`config.mk`:
```
export PLATFORM = sky130hd
export DESIGN_NAME = ufc_top
export DESIGN_NICKNAME = d
export VERILOG_FILES = /design/src/verilog/ufc_pkg.sv /design/src/verilog/ufc_top.sv /design/src/verilog/ufc_rx_trigger.sv /design/src/verilog/ufc_dma_req.sv
export SDC_FILE = /design/constraint.sdc
export NUM_CORES = 1
export LEC_CHECK = 0
export BUFFER_PORTS_ARGS = -buffer_cell sky130_fd_sc_hd__buf_2
export CAP_MARGIN = 20
export CORE_ASPECT_RATIO = 0.5
export CORE_UTILIZATION = 25
export DETAILED_ROUTE_END_ITERATION = 16
export GPL_TIMING_DRIVEN = 0
export PLACE_DENSITY_LB_ADDON = 0.12
export SYNTH_ARGS = -nofsm -noshare
export SYNTH_HDL_FRONTEND = slang
export SYNTH_HIERARCHICAL = 1
export SYNTH_SLANG_ARGS = --single-unit
```
`constraint.sdc`:
```
create_clock -name sys_clk -period 1.9 [get_ports sys_clk]
set_clock_uncertainty 0.1 [all_clocks]
set_input_delay 0.095 -clock sys_clk [delete_from_list [all_inputs] [get_ports sys_clk]]
set_output_delay 0.095 -clock sys_clk [all_outputs]
set_load 0.005 [all_outputs]
```
`src/verilog/ufc_pkg.sv`:
```
// ---------------------------------------------------------------------------
// Shared constants and types of the FIFO control block
// ---------------------------------------------------------------------------
package ufc_pkg;

  // Register bus geometry
  localparam int unsigned ADDR_W = 8;
  localparam int unsigned DATA_W = 32;

  // Register offsets (byte addresses)
  localparam logic [7:0] OFS_FIFO_CONTROL = 8'h08;
  localparam logic [7:0] OFS_FIFO_STATE   = 8'h0C;
  localparam logic [7:0] OFS_INT_STATUS   = 8'h20;
  localparam logic [7:0] OFS_INT_MASK     = 8'h24;

  // Field positions inside the read-only state word
  localparam int unsigned ST_TRIG_HIT = 0;
  localparam int unsigned ST_RX_DMA   = 1;
  localparam int unsigned ST_TX_DMA   = 2;
  localparam int unsigned ST_DMA_MODE = 3;
  localparam int unsigned ST_EN_LO    = 6;
  localparam int unsigned ST_EN_HI    = 7;

  // Interrupt event positions
  localparam int unsigned IRQ_W       = 3;
  localparam int unsigned IRQ_TRIG    = 0;
  localparam int unsigned IRQ_TIMEOUT = 1;
  localparam int unsigned IRQ_CLEARED = 2;

  // Values after reset
  localparam logic [1:0]       RST_TRIG   = 2'h0;
  localparam logic             RST_DMA    = 1'b0;
  localparam logic             RST_EN     = 1'b0;
  localparam logic [IRQ_W-1:0] RST_STATUS = 3'h0;
  localparam logic [IRQ_W-1:0] RST_MASK   = 3'h0;

  // Receive trigger thresholds in bytes
  localparam logic [4:0] TRIG_SEL00 = 5'h01;
  localparam logic [4:0] TRIG_SEL01 = 5'h04;
  localparam logic [4:0] TRIG_SEL10 = 5'h08;
  localparam logic [4:0] TRIG_SEL11 = 5'h0E;

  // Layout of the write-only FIFO control byte
  typedef struct packed {
    logic [1:0] rx_trigger_level;
    logic [1:0] reserved;
    logic       dma_mode;
    logic       tx_reset;
    logic       rx_reset;
    logic       fifo_enable;
  } ufc_ctl_t;

  // One register bus request
  typedef struct packed {
    logic [7:0]  addr;
    logic [31:0] wdata;
    logic        wr;
    logic        rd;
  } ufc_bus_t;

  // DMA burst tracking state
  typedef enum logic [1:0] {
    DMA_IDLE  = 2'b00,
    DMA_BURST = 2'b01
  } ufc_dma_state_t;

  // Threshold in bytes for a trigger selection
  function automatic logic [4:0] ufc_trig_bytes(input logic [1:0] sel);
    case (sel)
      2'b00:   ufc_trig_bytes = TRIG_SEL00;
      2'b01:   ufc_trig_bytes = TRIG_SEL01;
      2'b10:   ufc_trig_bytes = TRIG_SEL10;
      default: ufc_trig_bytes = TRIG_SEL11;
    endcase
  endfunction

endpackage

```
`src/verilog/ufc_top.sv`:
```
// The placing of the registers and strobed register access were decided locally.
`timescale 1ns/10ps
// ---------------------------------------------------------------------------
// FIFO control of an asynchronous serial port
// ---------------------------------------------------------------------------
module ufc_top
  import ufc_pkg::*;
#(
  parameter int unsigned RX_DEPTH = 16,
  parameter int unsigned LVL_W    = $clog2(RX_DEPTH + 1)
) (
  // Clock and reset
  input  wire logic              sys_clk,
  input  wire logic              resetn,
  // Register port
  input  wire logic [ADDR_W-1:0] reg_addr,
  input  wire logic [DATA_W-1:0] reg_wdata,
  input  wire logic              reg_wr,
  input  wire logic              reg_rd,
  output logic      [DATA_W-1:0] reg_rdata,
  // FIFO status from the data path
  input  wire logic [LVL_W-1:0]  rx_level,
  input  wire logic              rx_empty,
  input  wire logic              tx_empty,
  input  wire logic              tx_full,
  input  wire logic              char_timeout,
  // FIFO control to the data path
  output logic                   fifo_mode,
  output logic                   tx_fifo_clear,
  output logic                   rx_fifo_clear,
  output logic      [1:0]        rx_trigger_level,
  output logic                   rx_trigger_hit,
  output logic      [1:0]        fifo_enabled_status,
  // DMA handshake
  output logic                   dma_multi,
  output logic                   rx_dma_req,
  output logic                   tx_dma_req,
  // Interrupt
  output logic                   irq
);

  // -------------------------------------------------------------------------
  // Elaboration checks
  // -------------------------------------------------------------------------
  // The largest threshold must be reachable and the level must fit its port
  generate
    if (RX_DEPTH < 14 || RX_DEPTH > 255) begin : g_bad_depth
      $error("RX_DEPTH must lie between 14 and 255");
    end
    if (LVL_W < $clog2(RX_DEPTH + 1)) begin : g_bad_lvl
      $error("LVL_W too narrow for RX_DEPTH");
    end
  endgenerate

  // -------------------------------------------------------------------------
  // Bus decode
  // -------------------------------------------------------------------------
  ufc_bus_t bus;
  ufc_ctl_t wr_ctl;
  logic     fc_wr;
  logic     en_change;

  // Address match used for writes and reads alike
  function automatic logic reg_hit(input logic [ADDR_W-1:0] a, input logic [7:0] ofs);
    reg_hit = (a == ofs);
  endfunction

  // Pack the bus request and view the low byte as the control layout
  always_comb begin
    bus.addr  = reg_addr;
    bus.wdata = reg_wdata;
    bus.wr    = reg_wr;
    bus.rd    = reg_rd;
    wr_ctl    = ufc_ctl_t'(bus.wdata[7:0]);
    fc_wr     = bus.wr && reg_hit(bus.addr, OFS_FIFO_CONTROL);
    en_change = fc_wr && (wr_ctl.fifo_enable != fifo_mode);
  end

  // -------------------------------------------------------------------------
  // FIFO control state
  // -------------------------------------------------------------------------
  logic       next_fifo_mode;
  logic       next_dma_multi;
  logic [1:0] next_trig;
  logic       next_tx_clear;
  logic       next_rx_clear;

  // Settings update; a write without the enable bit only turns FIFOs off, clearing both if they were on
  always_comb begin
    next_fifo_mode = fifo_mode;
    next_dma_multi = dma_multi;
    next_trig      = rx_trigger_level;
    next_tx_clear  = 1'b0;
    next_rx_clear  = 1'b0;
    if (fc_wr) begin
      next_fifo_mode = wr_ctl.fifo_enable;
      if (wr_ctl.fifo_enable) begin
        next_dma_multi = wr_ctl.dma_mode;
        next_trig      = wr_ctl.rx_trigger_level;
        next_tx_clear  = wr_ctl.tx_reset;
        next_rx_clear  = wr_ctl.rx_reset;
      end
      if (en_change) begin
        next_tx_clear = 1'b1;
        next_rx_clear = 1'b1;
      end
    end
  end

  // Settings and one-cycle clear strobes; the data path FIFOs and the clear interrupt event see them
  always_ff @(posedge sys_clk or negedge resetn) begin
    if (!resetn) begin
      fifo_mode        <= RST_EN;
      dma_multi        <= RST_DMA;
      rx_trigger_level <= RST_TRIG;
      tx_fifo_clear    <= 1'b0;
      rx_fifo_clear    <= 1'b0;
    end else begin
      fifo_mode        <= next_fifo_mode;
      dma_multi        <= next_dma_multi;
      rx_trigger_level <= next_trig;
      tx_fifo_clear    <= next_tx_clear;
      rx_fifo_clear    <= next_rx_clear;
    end
  end

  // Top two status bits follow the enable; zero in single-character mode
  assign fifo_enabled_status = {fifo_mode, fifo_mode};

  // -------------------------------------------------------------------------
  // Trigger and DMA request logic
  // -------------------------------------------------------------------------
  // Threshold comparison against the receive fill level
  ufc_rx_trigger #(
    .LVL_W            (LVL_W)
  ) u_trigger (
    .sys_clk          (sys_clk),
    .resetn           (resetn),
    .fifo_mode        (fifo_mode),
    .rx_trigger_level (rx_trigger_level),
    .rx_level         (rx_level),
    .rx_trigger_hit   (rx_trigger_hit)
  );

  // Multi-character bursts only in FIFO mode with the DMA bit set
  ufc_dma_req u_dma (
    .sys_clk          (sys_clk),
    .resetn           (resetn),
    .multi_mode       (fifo_mode && dma_multi),
    .rx_trigger_hit   (rx_trigger_hit),
    .char_timeout     (char_timeout),
    .rx_empty         (rx_empty),
    .tx_empty         (tx_empty),
    .tx_full          (tx_full),
    .rx_dma_req       (rx_dma_req),
    .tx_dma_req       (tx_dma_req)
  );

  // -------------------------------------------------------------------------
  // Interrupt status and mask
  // -------------------------------------------------------------------------
  logic [IRQ_W-1:0] int_status, next_int_status;
  logic [IRQ_W-1:0] int_mask, next_int_mask;
  logic [IRQ_W-1:0] events;
  logic             hit_d, tmo_d;

  // Rising edges and clear strobes raise sticky bits; a set beats a clear
  always_comb begin
    events              = '0;
    events[IRQ_TRIG]    = rx_trigger_hit && !hit_d;
    events[IRQ_TIMEOUT] = char_timeout && !tmo_d;
    events[IRQ_CLEARED] = tx_fifo_clear || rx_fifo_clear;
    next_int_status     = int_status;
    next_int_mask       = int_mask;
    if (bus.wr && reg_hit(bus.addr, OFS_INT_STATUS)) begin
      next_int_status = int_status & ~bus.wdata[IRQ_W-1:0];
    end
    if (bus.wr && reg_hit(bus.addr, OFS_INT_MASK)) begin
      next_int_mask = bus.wdata[IRQ_W-1:0];
    end
    next_int_status = next_int_status | events;
  end

  // Status, mask and edge history
  always_ff @(posedge sys_clk or negedge resetn) begin
    if (!resetn) begin
      int_status <= RST_STATUS;
      int_mask   <= RST_MASK;
      hit_d      <= 1'b0;
      tmo_d      <= 1'b0;
    end else begin
      int_status <= next_int_status;
      int_mask   <= next_int_mask;
      hit_d      <= rx_trigger_hit;
      tmo_d      <= char_timeout;
    end
  end

  // Level interrupt while any unmasked bit stands
  assign irq = |(int_status & int_mask);

  // -------------------------------------------------------------------------
  // Read data
  // -------------------------------------------------------------------------
  logic [DATA_W-1:0] next_rdata;
  logic [DATA_W-1:0] state_word;

  // State word: enable mirror on top, live flags low, reserved bits zero
  always_comb begin
    state_word              = '0;
    state_word[ST_TRIG_HIT] = rx_trigger_hit;
    state_word[ST_RX_DMA]   = rx_dma_req;
    state_word[ST_TX_DMA]   = tx_dma_req;
    state_word[ST_DMA_MODE] = fifo_mode && dma_multi;
    state_word[ST_EN_LO]    = fifo_mode;
    state_word[ST_EN_HI]    = fifo_mode;
  end

  // Read mux; the control register and unmapped offsets read zero
  always_comb begin
    next_rdata = '0;
    if (bus.rd) begin
      if (reg_hit(bus.addr, OFS_FIFO_STATE)) begin
        next_rdata = state_word;
      end else if (reg_hit(bus.addr, OFS_INT_STATUS)) begin
        next_rdata[IRQ_W-1:0] = int_status;
      end else if (reg_hit(bus.addr, OFS_INT_MASK)) begin
        next_rdata[IRQ_W-1:0] = int_mask;
      end
    end
  end

  // Read data stand in the cycle after the strobe
  always_ff @(posedge sys_clk or negedge resetn) begin
    if (!resetn) begin
      reg_rdata <= '0;
    end else begin
      reg_rdata <= next_rdata;
    end
  end
endmodule

```
`src/verilog/ufc_rx_trigger.sv`:
```
`timescale 1ns/10ps
// ---------------------------------------------------------------------------
// Receive trigger level comparator
// ---------------------------------------------------------------------------
module ufc_rx_trigger
  import ufc_pkg::*;
#(
  parameter int unsigned LVL_W = 5
) (
  // Clock and reset
  input  wire logic             sys_clk,
  input  wire logic             resetn,
  // Settings
  input  wire logic             fifo_mode,
  input  wire logic [1:0]       rx_trigger_level,
  // Receive FIFO fill
  input  wire logic [LVL_W-1:0] rx_level,
  // Result
  output logic                  rx_trigger_hit
);

  logic [LVL_W-1:0] threshold;
  logic             next_hit;

  // The largest threshold of fourteen bytes needs four bits
  generate
    if (LVL_W < 4) begin : g_bad_lvl
      $error("LVL_W must be at least 4");
    end
  endgenerate

  // Threshold follows the selected level; single-character mode needs one byte
  always_comb begin
    threshold = LVL_W'(ufc_trig_bytes(rx_trigger_level));
    if (fifo_mode) begin
      next_hit = (rx_level >= threshold);
    end else begin
      next_hit = (rx_level != '0);
    end
  end

  // Registered flag
  always_ff @(posedge sys_clk or negedge resetn) begin
    if (!resetn) begin
      rx_trigger_hit <= 1'b0;
    end else begin
      rx_trigger_hit <= next_hit;
    end
  end
endmodule

```
`src/verilog/ufc_dma_req.sv`:
```
`timescale 1ns/10ps
// ---------------------------------------------------------------------------
// DMA request signalling, single-character or multi-character
// ---------------------------------------------------------------------------
module ufc_dma_req
  import ufc_pkg::*;
(
  // Clock and reset
  input  wire logic sys_clk,
  input  wire logic resetn,
  // Mode
  input  wire logic multi_mode,
  // Receive side status
  input  wire logic rx_trigger_hit,
  input  wire logic char_timeout,
  input  wire logic rx_empty,
  // Transmit side status
  input  wire logic tx_empty,
  input  wire logic tx_full,
  // Requests
  output logic      rx_dma_req,
  output logic      tx_dma_req
);

  ufc_dma_state_t rx_state, next_rx_state;
  ufc_dma_state_t tx_state, next_tx_state;

  // Burst start and end for both directions
  always_comb begin
    next_rx_state = rx_state;
    next_tx_state = tx_state;
    case (rx_state)
      DMA_IDLE:  if (multi_mode && (rx_trigger_hit || char_timeout)) next_rx_state = DMA_BURST;
      DMA_BURST: if (!multi_mode || rx_empty) next_rx_state = DMA_IDLE;
      default:   next_rx_state = DMA_IDLE;
    endcase
    case (tx_state)
      DMA_IDLE:  if (multi_mode && tx_empty) next_tx_state = DMA_BURST;
      DMA_BURST: if (!multi_mode || tx_full) next_tx_state = DMA_IDLE;
      default:   next_tx_state = DMA_IDLE;
    endcase
  end

  // State registers
  always_ff @(posedge sys_clk or negedge resetn) begin
    if (!resetn) begin
      rx_state <= DMA_IDLE;
      tx_state <= DMA_IDLE;
    end else begin
      rx_state <= next_rx_state;
      tx_state <= next_tx_state;
    end
  end

  // Requests: burst-wide in multi mode, per character otherwise
  assign rx_dma_req = multi_mode ? (rx_state == DMA_BURST && !rx_empty) : !rx_empty;
  assign tx_dma_req = multi_mode ? (tx_state == DMA_BURST && !tx_full) : tx_empty;
endmodule

```
==> flow_summary.ini <==
[outcome]
run_status = completed

[setup_path]
r2r-end = reg_rdata[2]
rr_worst_depth = 5
critical_path.startpoint_type = flip-flop
setup.reg_to_reg.worst_slack_ns = 0.39
path_delay_family = flip-flops
crit_path_end_kind = output pin
r2r_start = fifo_mode
path_buf_inv = 2
max_stage_delay_ns = 0.53
crit_chain = nand2_1 > inv_1 > mux2i_1 > buf_2
cp_slowest_cell = sky130_fd_sc_hd__dfrtp_1
worstSetupPathType = flip-flop to output pin
critPathMaxFanout = 9
worst-endpoint-arrival_ns = 1.52
timing.critical_path.required_ns = 1.70

[clock_tree]
cts_tree = yes
cts-buffers-inserted = 3
ctsLongestPathBuffers = 2
clk-insertion-delay-late_ns = 0.26
clkTransAtPathRegs_ns = 0.08
clock_tree.root_cell = sky130_fd_sc_hd__clkbuf_8
cts.sinks = 22
htree_levels = 1

[floorplan]
core_area_mm2 = 0.00509
die-width_um = 107
die-area_mm2 = 0.00581
die_height_um = 54.4
floorplan.rows = 18
design.portCount = 97
effective_utilization_at_floorplan_pct = 27.0

[power_and_ir_drop]
cellLeakagePower_nw = 1.04
power.ir.vdd_worst_mv = 0.220
powerDensity_mw_per_mm2 = 539

[global_routing]
grt_first_pass_wirelength_um = 4800
grt_max_degree = 23
global_route.overflow_total = 0
globalRouteTotalUtil_pct = 11.0
first_global_vias = 1031
grt_antenna_before_repair = 0

[flow_run]
max_cap_viol_count = 0

[finish]
number_of_nets_in_the_finished_design = 263
layout.filler_cells = 530
areaGrowthSynthToFinish_pct = 39.1
diodes = 0
layout-drive-gt1-share_pct = 46.3
fin_area_mm2 = 0.00191

[logic_synthesis]
synth_top_area_share_pct = 40.1
synthSimpleGateAreaFrac_pct = 18.6
synth.ff_latch_count = 22
synth_area_per_cell_um2 = 11.1
synthXorXnorAreaFrac_pct = 0
synth_top_family_by_area = buffers and inverters
yosys.cell_types.count = 33
yosysWarnings = 6
yosys.area_share.adder_pct = 3.65
synth_compound_gate_area_share_pct = 10.1
syn_inst = 124
synthTopCellsByArea = sky130_fd_sc_hd__dfrtp_1, sky130_fd_sc_hd__buf_4, sky130_fd_sc_hd__mux2_2
netlist.top_cell.by_area = sky130_fd_sc_hd__dfrtp_1
synth.yosys.seq_area_share_pct = 40.1
yosys.cell_count.top_type = sky130_fd_sc_hd__buf_4
synth-edff-count = 0
dominantRegCellSynth = sky130_fd_sc_hd__dfrtp_1
post_synth_instance_area_mm2 = 0.00137
synth.mux.area_fraction_pct = 8.11
synth.cells.most_frequent = sky130_fd_sc_hd__buf_4, sky130_fd_sc_hd__dfrtp_1, sky130_fd_sc_hd__inv_1
synth_async_reset_ratio_pct = 100

[routing]
detail_route.wirelength_um = 2880
route.vias.total = 1115
final_antenna_net_count = 0
post_drt_wl_per_cell_um = 10.5
post_drt_via_cell_ratio = 4.05
dr.first_iter.drc_count = 52
detail_route.drc_violations = 0
dr_pass1_iterations = 4

[sta]
grt_setup_unrepaired = false
count_of_final_hold_check_violations = 0
finalCritPeriodShare_pct = 90.4
fmax_ghz = 0.582
timing_worst_slew_pin_value_ns = 0.531
tns_ns = 0
total_count_of_max_transition_violations_in_the_final_report = 0
slew-limit-headroom_pct = 64.4
layout_min_cycle_time_ns = 1.72
finalSetupViolations = 0

[placement]
hpwl_um = 2280
post_dp_cell_area_mm2 = 0.00177
numPortBuffers = 44
gp_congestion = 0.715

[worst_hold_path]
hold-path-endpoint = u_dma/rx_state[0]
holdPathStages = 3
holdCritStartpoint = rx_empty
holdCritPathClass = input port to flip-flop
[cell usage in the layout (no fill, tap or decap), types with 4 or more instances in the layout]
cell type,Yosys,routed
sky130_fd_sc_hd__buf_2,0,44
sky130_fd_sc_hd__buf_4,29,29
sky130_fd_sc_hd__clkbuf_8,0,4
sky130_fd_sc_hd__conb_1,1,26
sky130_fd_sc_hd__dfrtp_1,22,22
sky130_fd_sc_hd__dlygate4sd3_1,0,8
sky130_fd_sc_hd__ha_1,4,4
sky130_fd_sc_hd__inv_1,11,11
sky130_fd_sc_hd__mux2_2,8,8
sky130_fd_sc_hd__nand2_1,5,5
sky130_fd_sc_hd__nor2_1,6,6
[power breakdown]
part / total, mW / leakage, nW / switching (mW) / internal [mW]
Clock: 0.331 / 0.0288 / 0.146 / 0.185
Combinational: 0.201 / 0.731 / 0.0873 / 0.113
Sequential: 0.498 / 0.281 / 0.0157 / 0.482
Total: 1.03 / 1.04 / 0.249 / 0.780
[flip-flops by register name, summed over array words and instances, names as in the netlist]
name and flops:
rx_fifo_clear 1, u_dma/tx_state 1, fifo_mode 1, u_dma/rx_state 1, dma_multi 1, u_trigger/rx_trigger_hit 1, tx_fifo_clear 1, hit_d 1
tmo_d 1, int_status 3, reg_rdata 5, int_mask 3, rx_trigger_level 2
[tightest hold or removal path, cell delays in order]
cell and delay, ns:
sky130_fd_sc_hd__buf_2 0.09, sky130_fd_sc_hd__nand2_1 0.05, sky130_fd_sc_hd__o311a_1 0.11
[routing by layer]
metal | GRT usage [%] | wire, µm | vias to the layer above
li1 | - | - | 545
met1 | 14.2 | 1390 | 514
met2 | 18.3 | 1220 | 54
met3 | 3.10 | 244 | 2
met4 | 3.42 | 28 | 0
met5 | 0 | 0 | -
[worst max path at each step]
stage / startpoint / endpoint / cells after the start
final: fifo_mode / tx_dma_req / 4
after global routing: fifo_mode / tx_dma_req / 4
after CTS: fifo_mode / tx_dma_req / 4
after detailed placement: reg_addr[4] / rx_trigger_level[0] / 4
after global placement: fifo_mode / reg_rdata[2] / 5
after floorplan: rx_trigger_level[1] / u_trigger/rx_trigger_hit / 5
[kinds of logic after synthesis]
group | after synthesis
buffers and inverters | 41
AND/OR/NAND/NOR | 29
flip-flops | 22
AO/OA/AOI/OAI | 17
multiplexers | 10
adder cells (fa/ha/maj) | 4
other | 1
[per-stage QoR]
| step | instances | hold slack, ns | utilization (%) | setup WS [ns] | total power, mW |
|---|---|---|---|---|---|
| floorplan | 149 | -0.301 | - | 0.485 | 0.617 |
| global placement | 263 | -0.00947 | 34.9 | 0.353 | 0.694 |
| detailed placement | 263 | -0.00696 | 34.9 | 0.368 | 0.696 |
| CTS | 275 | 0.00881 | 37.5 | 0.139 | 1.05 |
| global route | 275 | 0.0248 | 37.5 | 0.0203 | 1.09 |
| finish | 275 | 0.0192 | 37.5 | 0.183 | 1.03 |
[area by class of cell]
cell class	count	area [µm²]	area share (%)
Multi-Input combinational cell	86	653	34.2
Sequential cell	22	551	28.8
Timing Repair Buffer	52	300	15.7
Buffer	30	221	11.6
Tap cell	70	87.6	4.59
Clock buffer	4	55.1	2.88
Inverter	11	41.3	2.16
[repair_timing]
item,CTS,global route
buffers inserted,0,0
hold buffers,8,0
hold endpoints to repair,31,0
setup endpoints to repair,0,0
gates resized for setup,0,0
Power figures use the tool's default switching activity.
